==> src/hdl/cpa_pkg.sv <==
// Package: register map, reset values, field layouts and carrier types
`default_nettype none
package cpa_pkg;
	// ************************************************************
	// Register offsets (byte addresses)
	// ************************************************************
	localparam logic [5:0] OFF_TX_DIV_A = 6'h00;
	localparam logic [5:0] OFF_TX_OFFSET = 6'h04;
	localparam logic [5:0] OFF_TX_DIV_B = 6'h08;
	localparam logic [5:0] OFF_RX_DIV_A = 6'h0c;
	localparam logic [5:0] OFF_RX_OFFSET = 6'h10;
	localparam logic [5:0] OFF_RX_DIV_B = 6'h14;
	localparam logic [5:0] OFF_CONTROL = 6'h18;
	localparam logic [5:0] OFF_ADJ_CMD = 6'h1c;
	localparam logic [5:0] OFF_STATUS = 6'h20;

	// ************************************************************
	// Field widths and reset values
	// ************************************************************
	localparam int DIV_A_W = 6;
	localparam int OFFSET_W = 7;
	localparam int DIV_B_W = 7;
	localparam int CTRL_W = 10;
	localparam logic [DIV_A_W-1:0] RST_DIV_A = 6'h09;
	localparam logic [OFFSET_W-1:0] RST_OFFSET = 7'h01;
	localparam logic [DIV_B_W-1:0] RST_DIV_B = 7'h24;
	localparam logic [DIV_B_W-1:0] DIV_B_FORCED = 7'h24;
	// Control: sinx/x, gain, gain, sync, aux, loopback, highpass
	localparam logic [CTRL_W-1:0] RST_CONTROL = 10'h2e4;
	localparam logic [CTRL_W-1:0] CTRL_MASK = 10'h2fc;
	// Modulo-64 wrap for negative counter A sums
	localparam logic [7:0] CNT_A_WRAP = 8'h40;

	// Adjust command field, bits [1:0]
	localparam logic [1:0] ADJ_NONE = 2'b00;
	localparam logic [1:0] ADJ_ADD = 2'b01;
	localparam logic [1:0] ADJ_SUB = 2'b10;

	// Status field positions
	localparam int ST_TX_PEND = 0;
	localparam int ST_RX_PEND = 1;
	localparam int ST_RX_NEXT = 2;
	localparam int ST_RX_LOCK = 3;
	localparam int ST_RX_STAGED = 4;
	localparam int ST_TEST_DA = 5;
	localparam int ST_TEST_AD = 6;
	localparam int ST_BYTE_MODE = 7;

	// AXI responses
	localparam logic [1:0] RESP_OKAY = 2'b00;
	localparam logic [1:0] RESP_SLVERR = 2'b10;

	// ************************************************************
	// Carrier types
	// ************************************************************
	typedef struct packed {
		logic [DIV_A_W-1:0] div_a;
		logic [OFFSET_W-1:0] offset;
		logic [DIV_B_W-1:0] div_b;
	} cpa_period_cfg_s;

	typedef enum logic [1:0] {
		TM_NORMAL,
		TM_DA_PATH,
		TM_AD_PATH
	} cpa_test_mode_e;
endpackage
`default_nettype wire

==> src/hdl/cpa_adjust_ctrl.sv <==
// Conversion period adjust control with AXI4-Lite registers and test modes
// What this block does
// - Incremental period adjustment lands near the end of each period.
// - Receive adjust hits current period if time remains, else next.
// - Receive part dropped when receive period already scheduled.
// - Transmit dividers, offset and control always accepted, applied now.
// - Receive values apply this period when time permits, else next.
// - Further receive values ignored while a period already uses some.
// - Test select open means normal; driven to 0 V or 5 V means test.
// - D/A test outputs low-pass clock and D/A start; tx word done kept.
// - A/D test outputs bandpass clock, A/D start, filter; rx done kept.
// - In test mode word/byte select at negative supply acts as byte mode.
// - Either path test may run with the low-pass filter input test.
// - Negative divider A plus offset loads the sum plus 64.
// - Divider A plus or minus offset of 0 or 1 loads plain divider A.
// - Transmit divider B written as 0 or 1 becomes 0x24.
//
// Register access over AXI4-Lite and the register addresses were left to the implementer.
`default_nettype none
module cpa_adjust_ctrl import cpa_pkg::*; (
	input wire logic aclk,
	input wire logic aresetn,
	input wire logic [5:0] s_axi_awaddr,
	input wire logic s_axi_awvalid,
	output logic s_axi_awready,
	input wire logic [31:0] s_axi_wdata,
	input wire logic [3:0] s_axi_wstrb,
	input wire logic s_axi_wvalid,
	output logic s_axi_wready,
	output logic [1:0] s_axi_bresp,
	output logic s_axi_bvalid,
	input wire logic s_axi_bready,
	input wire logic [5:0] s_axi_araddr,
	input wire logic s_axi_arvalid,
	output logic s_axi_arready,
	output logic [31:0] s_axi_rdata,
	output logic [1:0] s_axi_rresp,
	output logic s_axi_rvalid,
	input wire logic s_axi_rready,
	input wire logic master_clock_in,
	input wire logic factory_test_select_hi,
	input wire logic factory_test_select_gnd,
	input wire logic word_byte_select_neg,
	input wire logic tx_word_done,
	input wire logic rx_word_done,
	output logic test_filter_clk_q,
	output logic test_pin_tx_q,
	output logic test_pin_rx_q,
	output logic rx_filter_out_en_q,
	output logic lpf_input_test_q,
	output logic byte_mode_q,
	output logic tx_conv_start_q,
	output logic rx_conv_start_q
);
	// ************************************************************
	// Pin synchronisation and master clock edges
	// ************************************************************
	logic [3:0] pins_sync;
	logic mclk_prev_q;
	logic mclk_tick;

	cpa_sync #(.W(4)) u_sync (
		.aclk(aclk),
		.aresetn(aresetn),
		.pin({master_clock_in, factory_test_select_hi,
			factory_test_select_gnd, word_byte_select_neg}),
		.level(pins_sync)
	);

	// Rising master clock edge, found on the settled level
	always_ff @(posedge aclk) begin
		if (!aresetn)
			mclk_prev_q <= 1'b0;
		else
			mclk_prev_q <= pins_sync[3];
	end
	assign mclk_tick = pins_sync[3] & ~mclk_prev_q;

	// ************************************************************
	// Registers
	// ************************************************************
	cpa_period_cfg_s tx_cfg_q;
	cpa_period_cfg_s rx_cfg_q;
	cpa_period_cfg_s rx_stage_q;
	logic [CTRL_W-1:0] control_q;
	logic [1:0] tx_adj_q;
	logic [1:0] rx_adj_q;
	logic [1:0] rx_adj_next_q;
	logic rx_lock_q;
	logic rx_staged_q;

	// ************************************************************
	// AXI4-Lite write channel
	// ************************************************************
	logic aw_full_q;
	logic w_full_q;
	logic [5:0] aw_addr_q;
	logic [31:0] w_data_q;
	logic [3:0] w_strb_q;
	logic wr_fire;
	logic wr_hit;

	assign wr_fire = aw_full_q & w_full_q & ~s_axi_bvalid;

	// Address and data taken in either order, held until both are here
	always_ff @(posedge aclk) begin
		if (!aresetn) begin
			aw_full_q <= 1'b0;
			w_full_q <= 1'b0;
			aw_addr_q <= '0;
			w_data_q <= '0;
			w_strb_q <= '0;
			s_axi_awready <= 1'b0;
			s_axi_wready <= 1'b0;
		end else begin
			s_axi_awready <= ~aw_full_q & ~(s_axi_awvalid & s_axi_awready);
			s_axi_wready <= ~w_full_q & ~(s_axi_wvalid & s_axi_wready);
			if (s_axi_awvalid && s_axi_awready) begin
				aw_full_q <= 1'b1;
				aw_addr_q <= s_axi_awaddr;
			end else if (wr_fire) begin
				aw_full_q <= 1'b0;
			end
			if (s_axi_wvalid && s_axi_wready) begin
				w_full_q <= 1'b1;
				w_data_q <= s_axi_wdata;
				w_strb_q <= s_axi_wstrb;
			end else if (wr_fire) begin
				w_full_q <= 1'b0;
			end
		end
	end

	// Write response one cycle after both halves are in
	always_ff @(posedge aclk) begin
		if (!aresetn) begin
			s_axi_bvalid <= 1'b0;
			s_axi_bresp <= RESP_OKAY;
		end else if (wr_fire) begin
			s_axi_bvalid <= 1'b1;
			s_axi_bresp <= wr_hit ? RESP_OKAY : RESP_SLVERR;
		end else if (s_axi_bready) begin
			s_axi_bvalid <= 1'b0;
		end
	end

	// Decode; status is read-only so a write there is refused
	always_comb begin
		case (aw_addr_q)
			OFF_TX_DIV_A, OFF_TX_OFFSET, OFF_TX_DIV_B,
			OFF_RX_DIV_A, OFF_RX_OFFSET, OFF_RX_DIV_B,
			OFF_CONTROL, OFF_ADJ_CMD: wr_hit = 1'b1;
			default: wr_hit = 1'b0;
		endcase
	end

	// ************************************************************
	// Period timers
	// ************************************************************
	logic tx_fclk;
	logic tx_start;
	logic tx_late;
	logic tx_end;
	logic rx_fclk;
	logic rx_start;
	logic rx_late;
	logic rx_end;

	cpa_period u_tx (
		.aclk(aclk),
		.aresetn(aresetn),
		.tick(mclk_tick),
		.cfg(tx_cfg_q),
		.adj_mode(tx_adj_q),
		.filter_clk(tx_fclk),
		.conv_start(tx_start),
		.late(tx_late),
		.period_end(tx_end)
	);

	cpa_period u_rx (
		.aclk(aclk),
		.aresetn(aresetn),
		.tick(mclk_tick),
		.cfg(rx_cfg_q),
		.adj_mode(rx_adj_q),
		.filter_clk(rx_fclk),
		.conv_start(rx_start),
		.late(rx_late),
		.period_end(rx_end)
	);

	// ************************************************************
	// Transmit side configuration
	// ************************************************************
	logic byte0;
	logic wr_tx;
	logic [DIV_B_W-1:0] new_b;

	assign byte0 = wr_fire & w_strb_q[0];
	assign new_b = w_data_q[DIV_B_W-1:0];

	always_ff @(posedge aclk) begin
		if (!aresetn) begin
			tx_cfg_q <= '{RST_DIV_A, RST_OFFSET, RST_DIV_B};
			control_q <= RST_CONTROL;
		end else if (byte0 || (wr_fire && w_strb_q[1])) begin
			if (byte0 && aw_addr_q == OFF_TX_DIV_A)
				tx_cfg_q.div_a <= w_data_q[DIV_A_W-1:0];
			if (byte0 && aw_addr_q == OFF_TX_OFFSET)
				tx_cfg_q.offset <= w_data_q[OFFSET_W-1:0];
			if (byte0 && aw_addr_q == OFF_TX_DIV_B)
				tx_cfg_q.div_b <= (new_b <= DIV_B_W'(1)) ? DIV_B_FORCED : new_b;
			if (aw_addr_q == OFF_CONTROL) begin
				if (w_strb_q[0])
					control_q[7:0] <= w_data_q[7:0] & CTRL_MASK[7:0];
				if (w_strb_q[1])
					control_q[9:8] <= w_data_q[9:8] & CTRL_MASK[9:8];
			end
		end
	end

	// ************************************************************
	// Adjust command scheduling
	// ************************************************************
	logic adj_wr;
	logic [1:0] adj_val;

	assign adj_wr = byte0 & (aw_addr_q == OFF_ADJ_CMD);
	assign adj_val = w_data_q[1:0];
	assign wr_tx = adj_wr & (adj_val == ADJ_ADD || adj_val == ADJ_SUB);

	always_ff @(posedge aclk) begin
		if (!aresetn)
			tx_adj_q <= ADJ_NONE;
		else if (wr_tx)
			tx_adj_q <= adj_val;
		else if (tx_end)
			tx_adj_q <= ADJ_NONE;
	end

	// Receive slots: current period, or the one after it
	always_ff @(posedge aclk) begin
		if (!aresetn) begin
			rx_adj_q <= ADJ_NONE;
			rx_adj_next_q <= ADJ_NONE;
		end else begin
			if (rx_end) begin
				rx_adj_q <= rx_adj_next_q;
				rx_adj_next_q <= ADJ_NONE;
			end
			if (wr_tx && rx_adj_q == ADJ_NONE && !rx_end) begin
				if (!rx_late)
					rx_adj_q <= adj_val;
				else if (rx_adj_next_q == ADJ_NONE)
					rx_adj_next_q <= adj_val;
			end else if (wr_tx && rx_end && rx_adj_next_q == ADJ_NONE) begin
				rx_adj_q <= adj_val;
			end
		end
	end

	// ************************************************************
	// Receive side configuration
	// ************************************************************
	logic wr_rx;
	logic [5:0] wa;

	assign wa = aw_addr_q;
	assign wr_rx = byte0 & (wa == OFF_RX_DIV_A || wa == OFF_RX_OFFSET ||
		wa == OFF_RX_DIV_B);

	// Receive values: now, staged for next, or ignored while locked
	always_ff @(posedge aclk) begin
		if (!aresetn) begin
			rx_cfg_q <= '{RST_DIV_A, RST_OFFSET, RST_DIV_B};
			rx_stage_q <= '{RST_DIV_A, RST_OFFSET, RST_DIV_B};
			rx_lock_q <= 1'b0;
			rx_staged_q <= 1'b0;
		end else begin
			if (rx_end) begin
				rx_lock_q <= rx_staged_q;
				rx_staged_q <= 1'b0;
				if (rx_staged_q)
					rx_cfg_q <= rx_stage_q;
			end
			if (wr_rx && !(rx_end ? rx_staged_q : rx_lock_q)) begin
				if (!rx_late) begin
					rx_lock_q <= 1'b1;
					if (wa == OFF_RX_DIV_A)
						rx_cfg_q.div_a <= w_data_q[DIV_A_W-1:0];
					if (wa == OFF_RX_OFFSET)
						rx_cfg_q.offset <= w_data_q[OFFSET_W-1:0];
					if (wa == OFF_RX_DIV_B)
						rx_cfg_q.div_b <= (new_b <= DIV_B_W'(1)) ?
							DIV_B_FORCED : new_b;
				end else if (!rx_staged_q) begin
					rx_staged_q <= 1'b1;
					rx_stage_q <= rx_cfg_q;
					if (wa == OFF_RX_DIV_A)
						rx_stage_q.div_a <= w_data_q[DIV_A_W-1:0];
					if (wa == OFF_RX_OFFSET)
						rx_stage_q.offset <= w_data_q[OFFSET_W-1:0];
					if (wa == OFF_RX_DIV_B)
						rx_stage_q.div_b <= (new_b <= DIV_B_W'(1)) ?
							DIV_B_FORCED : new_b;
				end
			end
		end
	end

	// ************************************************************
	// Test mode selection and pin muxing
	// ************************************************************
	cpa_test_mode_e mode;

	always_comb begin
		if (pins_sync[2])
			mode = TM_DA_PATH;
		else if (pins_sync[1])
			mode = TM_AD_PATH;
		else
			mode = TM_NORMAL;
	end

	// Registered test outputs; normal mode passes word-done signals
	always_ff @(posedge aclk) begin
		if (!aresetn) begin
			test_filter_clk_q <= 1'b0;
			test_pin_tx_q <= 1'b0;
			test_pin_rx_q <= 1'b0;
			rx_filter_out_en_q <= 1'b0;
			byte_mode_q <= 1'b0;
			lpf_input_test_q <= 1'b0;
		end else begin
			test_pin_tx_q <= tx_word_done;
			test_pin_rx_q <= rx_word_done;
			rx_filter_out_en_q <= 1'b0;
			test_filter_clk_q <= 1'b0;
			case (mode)
				TM_DA_PATH: begin
					test_filter_clk_q <= tx_fclk;
					test_pin_rx_q <= tx_start;
				end
				TM_AD_PATH: begin
					test_filter_clk_q <= rx_fclk;
					test_pin_tx_q <= rx_start;
					rx_filter_out_en_q <= 1'b1;
				end
				default: begin
				end
			endcase
			byte_mode_q <= (mode != TM_NORMAL) & pins_sync[0];
			lpf_input_test_q <= pins_sync[0];
		end
	end

	// Conversion starts straight from the timers
	always_ff @(posedge aclk) begin
		if (!aresetn) begin
			tx_conv_start_q <= 1'b0;
			rx_conv_start_q <= 1'b0;
		end else begin
			tx_conv_start_q <= tx_start;
			rx_conv_start_q <= rx_start;
		end
	end

	// ************************************************************
	// AXI4-Lite read channel
	// ************************************************************
	logic [31:0] rd_word;
	logic rd_hit;

	// Read mux; unused bits read as zero
	always_comb begin
		rd_word = '0;
		rd_hit = 1'b1;
		case (s_axi_araddr)
			OFF_TX_DIV_A: rd_word = 32'(tx_cfg_q.div_a);
			OFF_TX_OFFSET: rd_word = 32'(tx_cfg_q.offset);
			OFF_TX_DIV_B: rd_word = 32'(tx_cfg_q.div_b);
			OFF_RX_DIV_A: rd_word = 32'(rx_cfg_q.div_a);
			OFF_RX_OFFSET: rd_word = 32'(rx_cfg_q.offset);
			OFF_RX_DIV_B: rd_word = 32'(rx_cfg_q.div_b);
			OFF_CONTROL: rd_word = 32'(control_q);
			OFF_ADJ_CMD: rd_word = 32'(tx_adj_q);
			OFF_STATUS: begin
				rd_word[ST_TX_PEND] = (tx_adj_q != ADJ_NONE);
				rd_word[ST_RX_PEND] = (rx_adj_q != ADJ_NONE);
				rd_word[ST_RX_NEXT] = (rx_adj_next_q != ADJ_NONE);
				rd_word[ST_RX_LOCK] = rx_lock_q;
				rd_word[ST_RX_STAGED] = rx_staged_q;
				rd_word[ST_TEST_DA] = (mode == TM_DA_PATH);
				rd_word[ST_TEST_AD] = (mode == TM_AD_PATH);
				rd_word[ST_BYTE_MODE] = byte_mode_q;
			end
			default: rd_hit = 1'b0;
		endcase
	end

	// One read at a time; answer the cycle after the address is taken
	always_ff @(posedge aclk) begin
		if (!aresetn) begin
			s_axi_arready <= 1'b0;
			s_axi_rvalid <= 1'b0;
			s_axi_rdata <= '0;
			s_axi_rresp <= RESP_OKAY;
		end else begin
			s_axi_arready <= ~s_axi_rvalid & ~(s_axi_arvalid & s_axi_arready);
			if (s_axi_arvalid && s_axi_arready) begin
				s_axi_rvalid <= 1'b1;
				s_axi_rdata <= rd_word;
				s_axi_rresp <= rd_hit ? RESP_OKAY : RESP_SLVERR;
			end else if (s_axi_rready) begin
				s_axi_rvalid <= 1'b0;
			end
		end
	end
endmodule // cpa_adjust_ctrl
`default_nettype wire

==> src/hdl/cpa_sync.sv <==
// Three-stage synchroniser for pins from outside the clock domain
`default_nettype none
module cpa_sync import cpa_pkg::*; #(
	parameter int W = 1
) (
	input wire logic aclk,
	input wire logic aresetn,
	input wire logic [W-1:0] pin,
	output logic [W-1:0] level
);
	logic [W-1:0] s1_q;
	logic [W-1:0] s2_q;
	logic [W-1:0] s3_q;
	logic [W-1:0] level_q;

	// Stage chain; the first stage feeds only the second
	always_ff @(posedge aclk) begin
		if (!aresetn) begin
			s1_q <= '0;
			s2_q <= '0;
			s3_q <= '0;
		end else begin
			s1_q <= pin;
			s2_q <= s1_q;
			s3_q <= s2_q;
		end
	end

	// A change counts once stages two and three agree
	genvar i;
	for (i = 0; i < W; i++) begin : g_bit
		always_ff @(posedge aclk) begin
			if (!aresetn) begin
				level_q[i] <= 1'b0;
			end else if (s2_q[i] == s3_q[i]) begin
				level_q[i] <= s3_q[i];
			end
		end
	end

	assign level = level_q;
endmodule // cpa_sync
`default_nettype wire

==> src/hdl/cpa_period.sv <==
// Conversion period timer: counter A then counter B, with late adjust
`default_nettype none
module cpa_period import cpa_pkg::*; (
	input wire logic aclk,
	input wire logic aresetn,
	input wire logic tick,
	input wire cpa_period_cfg_s cfg,
	input wire logic [1:0] adj_mode,
	output logic filter_clk,
	output logic conv_start,
	output logic late,
	output logic period_end
);
	logic [7:0] cnt_a_q;
	logic [DIV_B_W-1:0] cnt_b_q;
	logic fclk_q;
	logic start_q;
	logic signed [8:0] sum;
	logic [7:0] adj_load;
	logic [7:0] load_a;

	// Adjusted counter A value with modulo-64 and tiny-result guards
	always_comb begin
		sum = 9'(signed'({1'b0, cfg.div_a})) + 9'(signed'(cfg.offset));
		if (adj_mode == ADJ_SUB)
			sum = 9'(signed'({1'b0, cfg.div_a})) - 9'(signed'(cfg.offset));
		if (sum == 9'sd0 || sum == 9'sd1)
			adj_load = 8'(cfg.div_a);
		else if (sum < 0)
			adj_load = 8'(sum) + CNT_A_WRAP;
		else
			adj_load = 8'(sum);
		if (cnt_b_q == DIV_B_W'(2) && adj_mode != ADJ_NONE)
			load_a = adj_load;
		else
			load_a = 8'(cfg.div_a);
	end

	// Counters advance only on master clock edges
	always_ff @(posedge aclk) begin
		if (!aresetn) begin
			cnt_a_q <= 8'(RST_DIV_A);
			cnt_b_q <= RST_DIV_B;
			fclk_q <= 1'b0;
			start_q <= 1'b0;
		end else begin
			start_q <= 1'b0;
			if (tick) begin
				if (cnt_a_q <= 8'd1) begin
					cnt_a_q <= load_a;
					fclk_q <= ~fclk_q;
					if (cnt_b_q <= DIV_B_W'(1)) begin
						cnt_b_q <= cfg.div_b;
						start_q <= 1'b1;
					end else begin
						cnt_b_q <= cnt_b_q - DIV_B_W'(1);
					end
				end else begin
					cnt_a_q <= cnt_a_q - 8'd1;
				end
			end
		end
	end

	assign filter_clk = fclk_q;
	assign conv_start = start_q;
	assign period_end = start_q;
	// From the counter A run whose end chooses the adjusted load onward
	assign late = (cnt_b_q <= DIV_B_W'(2));
endmodule // cpa_period
`default_nettype wire

==> config.mk <==
export PLATFORM = sky130hd
export DESIGN_NAME = cpa_adjust_ctrl
export DESIGN_NICKNAME = d
export VERILOG_FILES = /design/src/hdl/cpa_pkg.sv /design/src/hdl/cpa_adjust_ctrl.sv /design/src/hdl/cpa_sync.sv /design/src/hdl/cpa_period.sv
export SDC_FILE = /design/constraint.sdc
export NUM_CORES = 1
export LEC_CHECK = 0
export BUFFER_PORTS_ARGS = -buffer_cell sky130_fd_sc_hd__buf_2
export CORE_MARGIN = 1
export CORE_UTILIZATION = 35
export CTS_BUF_LIST = sky130_fd_sc_hd__clkbuf_16
export DETAILED_ROUTE_END_ITERATION = 6
export SLEW_MARGIN = 20
export SYNTH_ARGS = -nofsm -noshare
export SYNTH_HDL_FRONTEND = slang
export SYNTH_SLANG_ARGS = --single-unit
==> constraint.sdc <==
create_clock -name aclk -period 6.7 [get_ports aclk]
set_input_delay 2.01 -clock aclk [delete_from_list [all_inputs] [get_ports aclk]]
set_output_delay 2.01 -clock aclk [all_outputs]
set_load 0.01 [all_outputs]
==> summary.md, run 1 <==
| Metric | Value |
|---|---|
| Outcome | complete, no violations |
| Met2 GRT Util | 29.37% |
| GRT met1 Usage | 25.45% |
| CTS Root Cell | clkbuf_16 |
| Worst reg2reg setup slack | 2330 ps |
| Ant diodes | 0 |
| Largest stage delay, worst path | 640 ps |
| Commonest cells after routing, fill and taps aside | dfxtp_1, nor2_1, nand2_1 |
| Via/cell ratio | 5.406 |
| Hpwl dp | 17620 um |
| Hold Violations, Final | 0 |
| Row count | 58 |
| Residual DRC count | 0 |
| Syn Inst Count | 1093 |
| Clock period minus worst slack | 4367 ps |
| DR WL/cell | 16.97 um |
| Initial antenna violation count | 0 |
| Yosys cell types | 66 |
| Maximum vdd drop | 136.8 uV |
| Synth Register Bits | 170 |
| H-tree depth | 4 |
| Fin Clk Skew | 6.648 ps |
| Cts repair resizes | 0 |
| Chip height | 163.3 um |
| Die Width | 163.3 um |
| Post-route total power | 2.123 mW |
| Max_cap viols | 0 |
| Critical path's top delay family | compound AO/OA/AOI/OAI gates |
| Post-CTS Repair Setup Buffers | 0 |
| TNS Setup | 0 ps |
| Detail Route Antenna Nets | 0 |
| Slowest cell on the critical path | a2111oi_2 |
| First-pass GRT wire length | 39190 um |
| EDFF count, synth | 0 |
| GR Util All Layers | 18.91% |
| Post-route cell area | 0.01010 sq mm |
| Critical Path Start Type | flop |
| Starting density of the core | 35.96% |
| Initial DRC count | 531 |
| Yosys Warn Count | 0 |
| Largest net degree at the start of global routing | 76 |
| Launching point of the worst reg2reg path | tx_adj_q[1]$_SDFFE_PN0P_ |
| Setup Crit Path Kind | flop to flop |
| Hold-fix buffers, CTS | 0 |
| Most common cell after layout, fill and taps aside | dfxtp_1 |
| CP endpoint kind | flop |
| Final #Nets | 1202 |
| Fin crit share | 65.18% |
| TritonCTS Sinks | 170 |
| Prevailing post-synth register cell | dfxtp_1 |
| Top Ports | 110 |
| Maximum buffer depth of the clock tree | 2 |
| Number of port buffers | 59 |
| Critical path's most frequent cell | a21oi_1 |
| WHS Path Cells | 1 |
| Syn avg cell area | 8.333 sq um |
| Fmax | 229.0 MHz |
| Clock Pin Slew Worst Setup and Hold Paths | 70 ps |
| Hold Crit Class | flop to flop |
| Critical path data arrival time | 4690 ps |
| Grt ovf | 0 |
| Buf/Inv on CP | 0 |
| Placer's final routability congestion estimate | 0.8610 |
| Relative slew slack | 36.57% |
| Layout fillers | 2529 |
| Drt pass-1 iters | 5 |
| Layout cells sized above 1 | 12.11% |
| Seq/Total Area, Yosys | 37.37% |
| Vias in the first global route | 7233 |
| Placed instance area | 0.009504 sq mm |
| TritonCTS clock tree | built |
| Slew @ Worst Pin | 944.1 ps |
| Full die area | 0.02667 sq mm |
| Unrepaired setup endpoints after global routing | no |
| CP max FO | 9 |
| CP required | 7020 ps |
| Inst Count DP | 1421 |
| Leak | 4.123 nW |
| PD cells | 210.2 mW/mm^2 |
| Syn-to-layout area delta | 10.89% |
| Non-Filler Instances | 1453 |
| Gr busiest metal | met2 |
| Worst r2r path cells | 13 |
| Core Region | 0.02533 sq mm |
| Final setup fails | 0 |
| Max-slew violations | 0 |
| Hold EP | s_axi_bresp[1]$_SDFFE_PN0P_ |
| Total number of vias | 7855 |
| Syn Std Cell Area | 0.009107 sq mm |
| Post-synth ARST share | 0% |
| Grt met3 use | 4.215% |
| CP Cell Sequence | nor2b_1 > mux2i_1 > fa_1 > a21o_1 > a21oi_1 > o21bai_1 > a21oi_1 > xnor2_1 > ha_1 > nand3b_1 > a2111oi_2 > o21ai_0 > a311o_1 |
| Total Wirelength | 24660 um |
| Clock latency on the worst-skew pair | 430 ps |
| R2r endpoint | u_tx.cnt_a_q[3]$_SDFFE_PN1P_ |
| TritonCTS Buffers | 17 |
==> per-stage QoR <==
stage               util [%]  setup WS, ps  hold slack [ps]
detailed placement     37.53          2420            418.7
finish                 39.88          2333            425.3
floorplan                  -          3069            407.5
CTS                    39.84          2395            429.2
global route           39.88          2028            444.0
global placement       37.53          2515            408.9
==> metal layers <==
| metal | vias up | wire, um | part of all wire, % |
|---|---|---|---|
| met3 | 31 | 1636 | 6.6 |
| met4 | 0 | 612 | 2.5 |
| li1 | 3906 | - | - |
| met2 | 241 | 10940 | 44 |
| met1 | 3677 | 11470 | 47 |
| met5 | - | 0 | 0 |
==> kinds of logic after synthesis <==
kind of cell | count (synthesis) | synth area share, %
muxes | 68 | 7.584
AOI/OAI and AO/OA | 299 | 22.61
DFF | 170 | 37.37
buffers and inverters | 118 | 6.155
adders and majority gates | 31 | 4.424
xor gates and xnor gates | 20 | 1.923
and+or+nand+nor | 386 | 19.89
other | 1 | 0.04117
==> layout make-up <==
type	count	area [sq um]	share of cell area [%]
Timing Repair Buffer	63	337.8	3.345
Sequential cell	170	3403	33.70
Multi-Input combinational cell	829	5249	51.97
Clock inverter	15	161.4	1.598
Clock buffer	17	425.4	4.212
Tap cell	330	412.9	4.088
Inverter	29	110.1	1.090
==> synth_stat cells (8+ instances only) <==
library cell,instances,area [sq um]
nand3_1,22,110.1
a211oi_2,15,187.7
nor2b_1,12,75.07
a21o_1,10,75.07
mux2i_1,60,600.6
nor2_1,133,499.2
dfxtp_1,170,3403
nand3b_1,10,75.07
ha_1,29,362.9
a22oi_1,15,112.6
buf_4,26,195.2
nand2_1,104,390.4
a211oi_1,24,180.2
o211ai_1,17,127.6
a21oi_1,97,485.5
clkbuf_1,54,202.7
nor3_1,27,135.1
a31oi_1,12,75.07
xnor2_1,17,148.9
and2_1,25,156.4
or3_1,9,56.30
o21ai_0,50,250.2
mux2_2,8,90.09
inv_1,29,108.9
==> where the power goes <==
part	switching, mW	internal [mW]
Clock	0.464	0.528
Combinational	0.0613	0.0297
Sequential	0.0177	1.02
==> flip-flops by register name, indices dropped and copies added, names as in the netlist, 2 cells and up, named ones only <==
register       flops
w_data_q           9
rx_cfg_q          20
u_sync.s1_q        4
u_tx.cnt_a_q       8
u_rx.cnt_a_q       8
tx_cfg_q          20
rx_adj_q           2
u_rx.cnt_b_q       7
rx_adj_next_q      2
control_q          7
u_sync.s2_q        4
rx_stage_q        20
s_axi_rdata        9
u_sync.s3_q        4
tx_adj_q           2
u_sync.level       4
w_strb_q           2
u_tx.cnt_b_q       7
aw_addr_q          6
==> how the worst max path moves through the flow <==
| stage | from | end | slack, ps | cells past startpoint |
|---|---|---|---|---|
| final | tx_adj_q[1]$_SDFFE_PN0P_ | u_tx.cnt_a_q[3]$_SDFFE_PN1P_ | 2330 | 13 |
| after global routing | tx_adj_q[1]$_SDFFE_PN0P_ | u_tx.cnt_a_q[3]$_SDFFE_PN1P_ | 2030 | 14 |
| after CTS | tx_adj_q[1]$_SDFFE_PN0P_ | u_tx.cnt_a_q[3]$_SDFFE_PN1P_ | 2390 | 13 |
| after detailed placement | tx_adj_q[1]$_SDFFE_PN0P_ | u_tx.cnt_a_q[3]$_SDFFE_PN1P_ | 2420 | 13 |
| after global placement | tx_adj_q[1]$_SDFFE_PN0P_ | u_tx.cnt_a_q[3]$_SDFFE_PN1P_ | 2520 | 13 |
| after floorplan | s_axi_araddr[1] | s_axi_rdata[0]$_SDFFE_PN0P_ | 3070 | 6 |
No activity file was read; power rests on OpenSTA's default activity.
==> inputs of run 2 (changes only) <==
Clock period 6.7 ns to 4 ns, I/O delays scaled along.
==> summary.md, run 2 (synthesis results as in run 1) <==
| Metric | Value |
|---|---|
| Top Ports | 110 (unchanged) |
| Clock power share | 48.0% (+1.3 points) |
| Critical path data arrival time | 4120 ps (-570 ps) |
| CTS Root Cell | clkbuf_16 |
| Fin Clk Skew | 7.146 ps (+0.4979 ps) |
| CP max FO | 6 (-3) |
| CP endpoint kind | flop |
| Detail Route Antenna Nets | 0 (unchanged) |
| Full die area | 0.02667 sq mm (unchanged) |
| TritonCTS Buffers | 17 (unchanged) |
| Final setup fails | 0 (unchanged) |
| Slowest cell on the critical path | fa_1 |
| Hold-fix buffers, CTS | 0 (unchanged) |
| Total number of vias | 7984 (+1.6%) |
| Vias in the first global route | 7341 (+1.5%) |
| Residual DRC count | 0 (unchanged) |
| Placer's final routability congestion estimate | 0.8360 (-2.9%) |
| Fin crit share | 94.86% (+30 points) |
| Maximum vdd drop | 265.5 uV (+94%) |
| TNS Setup | 0 ps (unchanged) |
| Clock period minus worst slack | 3794 ps (-572.8 ps) |
| Fmax | 263.5 MHz (+15%) |
| Final #Nets | 1218 (+1.3%) |
| Layout cells sized above 1 | 13.43% (+1.3 points) |
| CP required | 4330 ps (-2690 ps) |
| Critical path's most frequent cell | a21oi_1 |
| Final core occ | 40.48% (+0.60 points) |
| H-tree depth | 4 (unchanged) |
| Relative slew slack | 47.22% (+11 points) |
| Most common cell after layout, fill and taps aside | dfxtp_1 |
| Max-slew violations | 0 (unchanged) |
| Maximum buffer depth of the clock tree | 2 (unchanged) |
| Hpwl dp | 17920 um (+1.7%) |
| Logic pwr share | 4.3% (about the same) |
| NetSw | 0.8872 mW (+64%) |
| TritonCTS clock tree | built |
| TritonCTS Sinks | 170 (unchanged) |
| Hold Violations, Final | 0 (unchanged) |
| Clock Pin Slew Worst Setup and Hold Paths | 70 ps (about the same) |
| Grt ovf | 0 (unchanged) |
| Initial antenna violation count | 0 (unchanged) |
| Starting density of the core | 35.96% (unchanged) |
| PD cells | 355.9 mW/mm^2 (+69%) |
| Setup Crit Path Kind | flop to flop |
| CP Cell Sequence | nor2b_1 > mux2i_1 > fa_1 > a21o_1 > a21oi_1 > o21bai_1 > a21oi_1 > xnor2_1 > ha_1 > nand3b_1 > a2111oi_2 > o21ai_0 > a311o_1 |
| Drt pass-1 iters | 6 (+1) |
| Outcome | complete, no violations |
| Unrepaired setup endpoints after global routing | no |
| Sw Share | 24.32% (-1.2 points) |
| GR Util All Layers | 19.20% (+0.29 points) |
| Initial DRC count | 730 (+37%) |
| Slew @ Worst Pin | 785.1 ps (-159.0 ps) |
| Commonest cells after routing, fill and taps aside | dfxtp_1, nor2_1, nand2_1 |
| Final worst slack | 205.6 ps (-2127 ps) |
| Leak | 4.220 nW (+2.3%) |
| Largest net degree at the start of global routing | 103 (+36%) |
| Flop pwr share | 47.7% (-1.3 points) |
| Critical Path Start Type | flop |
| DR WL/cell | 17.07 um (+0.61%) |
| Die Width | 163.3 um (unchanged) |
| Ant diodes | 0 (unchanged) |
| First-pass GRT wire length | 39680 um (+1.3%) |
| Syn-to-layout area delta | 12.56% |
| Top flop regs | rx_cfg_q (20), rx_stage_q (20), tx_cfg_q (20) |
| Post-route total power | 3.648 mW (+72%) |
| Layout fillers | 2573 (+1.7%) |
| Clock latency on the worst-skew pair | 440 ps (about the same) |
| Max_cap viols | 0 (unchanged) |
| Hold Crit Class | flop to flop |
| Total Wirelength | 25080 um (+1.7%) |
| Number of port buffers | 59 (unchanged) |
| Int Power | 2.761 mW (+75%) |
| Largest stage delay, worst path | 470 ps (-170 ps) |
| Chip height | 163.3 um (unchanged) |
| Place WS | 144.6 ps (-2275 ps) |
| Via/cell ratio | 5.435 (+0.54%) |
| Row count | 58 (unchanged) |
| Core Region | 0.02533 sq mm (unchanged) |
[run 2: per-layer routing]
layer  global-route usage [%]  share of wire [%]  up-vias  wire length (um)
met5                        0                  0        -                 0
met1                    26.29                 47     3770             11840
met4                    6.585                2.4        0               598
met2                    30.47                 44      249             11160
met3                    2.946                5.9       36              1484
li1                         -                  -     3929                 -
[run 2: worst paths after layout]
path,cells after the start,from,end,slack (ps)
setup / recovery,13,tx_adj_q[0]$_SDFFE_PN0P_,u_tx.cnt_a_q[3]$_SDFFE_PN1P_,210
hold / removal,1,flop,s_axi_bresp[1]$_SDFFE_PN0P_,430
setup reg to reg,13,tx_adj_q[0]$_SDFFE_PN0P_,u_tx.cnt_a_q[3]$_SDFFE_PN1P_,210
hold reg to reg,1,flop,s_axi_bresp[1]$_SDFFE_PN0P_,430
[run 2: cell type report]
cell class	count	area [sq um]	share of cell area (%)
Clock buffer	17	425.4	4.150
Clock inverter	15	187.7	1.831
Inverter	29	110.1	1.074
Multi-Input combinational cell	829	5254	51.25
Sequential cell	170	3403	33.20
Tap cell	330	412.9	4.028
Timing Repair Buffer	79	457.9	4.467
[run 2: timing repair]
item                                    CTS  global route
endpoints found under the setup margin    0             7
setup buffers                             0             0
gates resized for setup                   0             4
[run 2: critical path: cells and delay by family (launching register included)]
kind                       cells  cell delay, ps
and+or+nand+nor                2             480
xor gates and xnor gates       1             170
AOI/OAI and AO/OA              7            1770
muxes                          1             210
adders and majority gates      2             680
DFF                            1             360
[run 2: per-stage QoR]
| stage | cells | area, sq um | hold slack [ps] |
|---|---|---|---|
| after detailed placement | 1437 | 9618 | 421.0 |
| after global routing | 1469 | 10250 | 452.9 |
| final | 1469 | 10250 | 433.9 |
| after CTS | 1469 | 10230 | 435.8 |
| after floorplan | 1117 | 9198 | 407.5 |
| after global placement | 1437 | 9618 | 412.2 |
[run 2: power by group through the flow]
| stage | Clock, mW | Combinational [mW] | Sequential (mW) |
|---|---|---|---|
| 2_1_floorplan | 0 | 0.121 | 1.77 |
| 3_3_place_gp | 0 | 0.155 | 1.78 |
| 3_5_place_dp | 0 | 0.157 | 1.78 |
| 4_1_cts | 1.78 | 0.157 | 1.74 |
| 5_1_grt | 1.85 | 0.175 | 1.74 |
| 6_report | 1.75 | 0.157 | 1.74 |
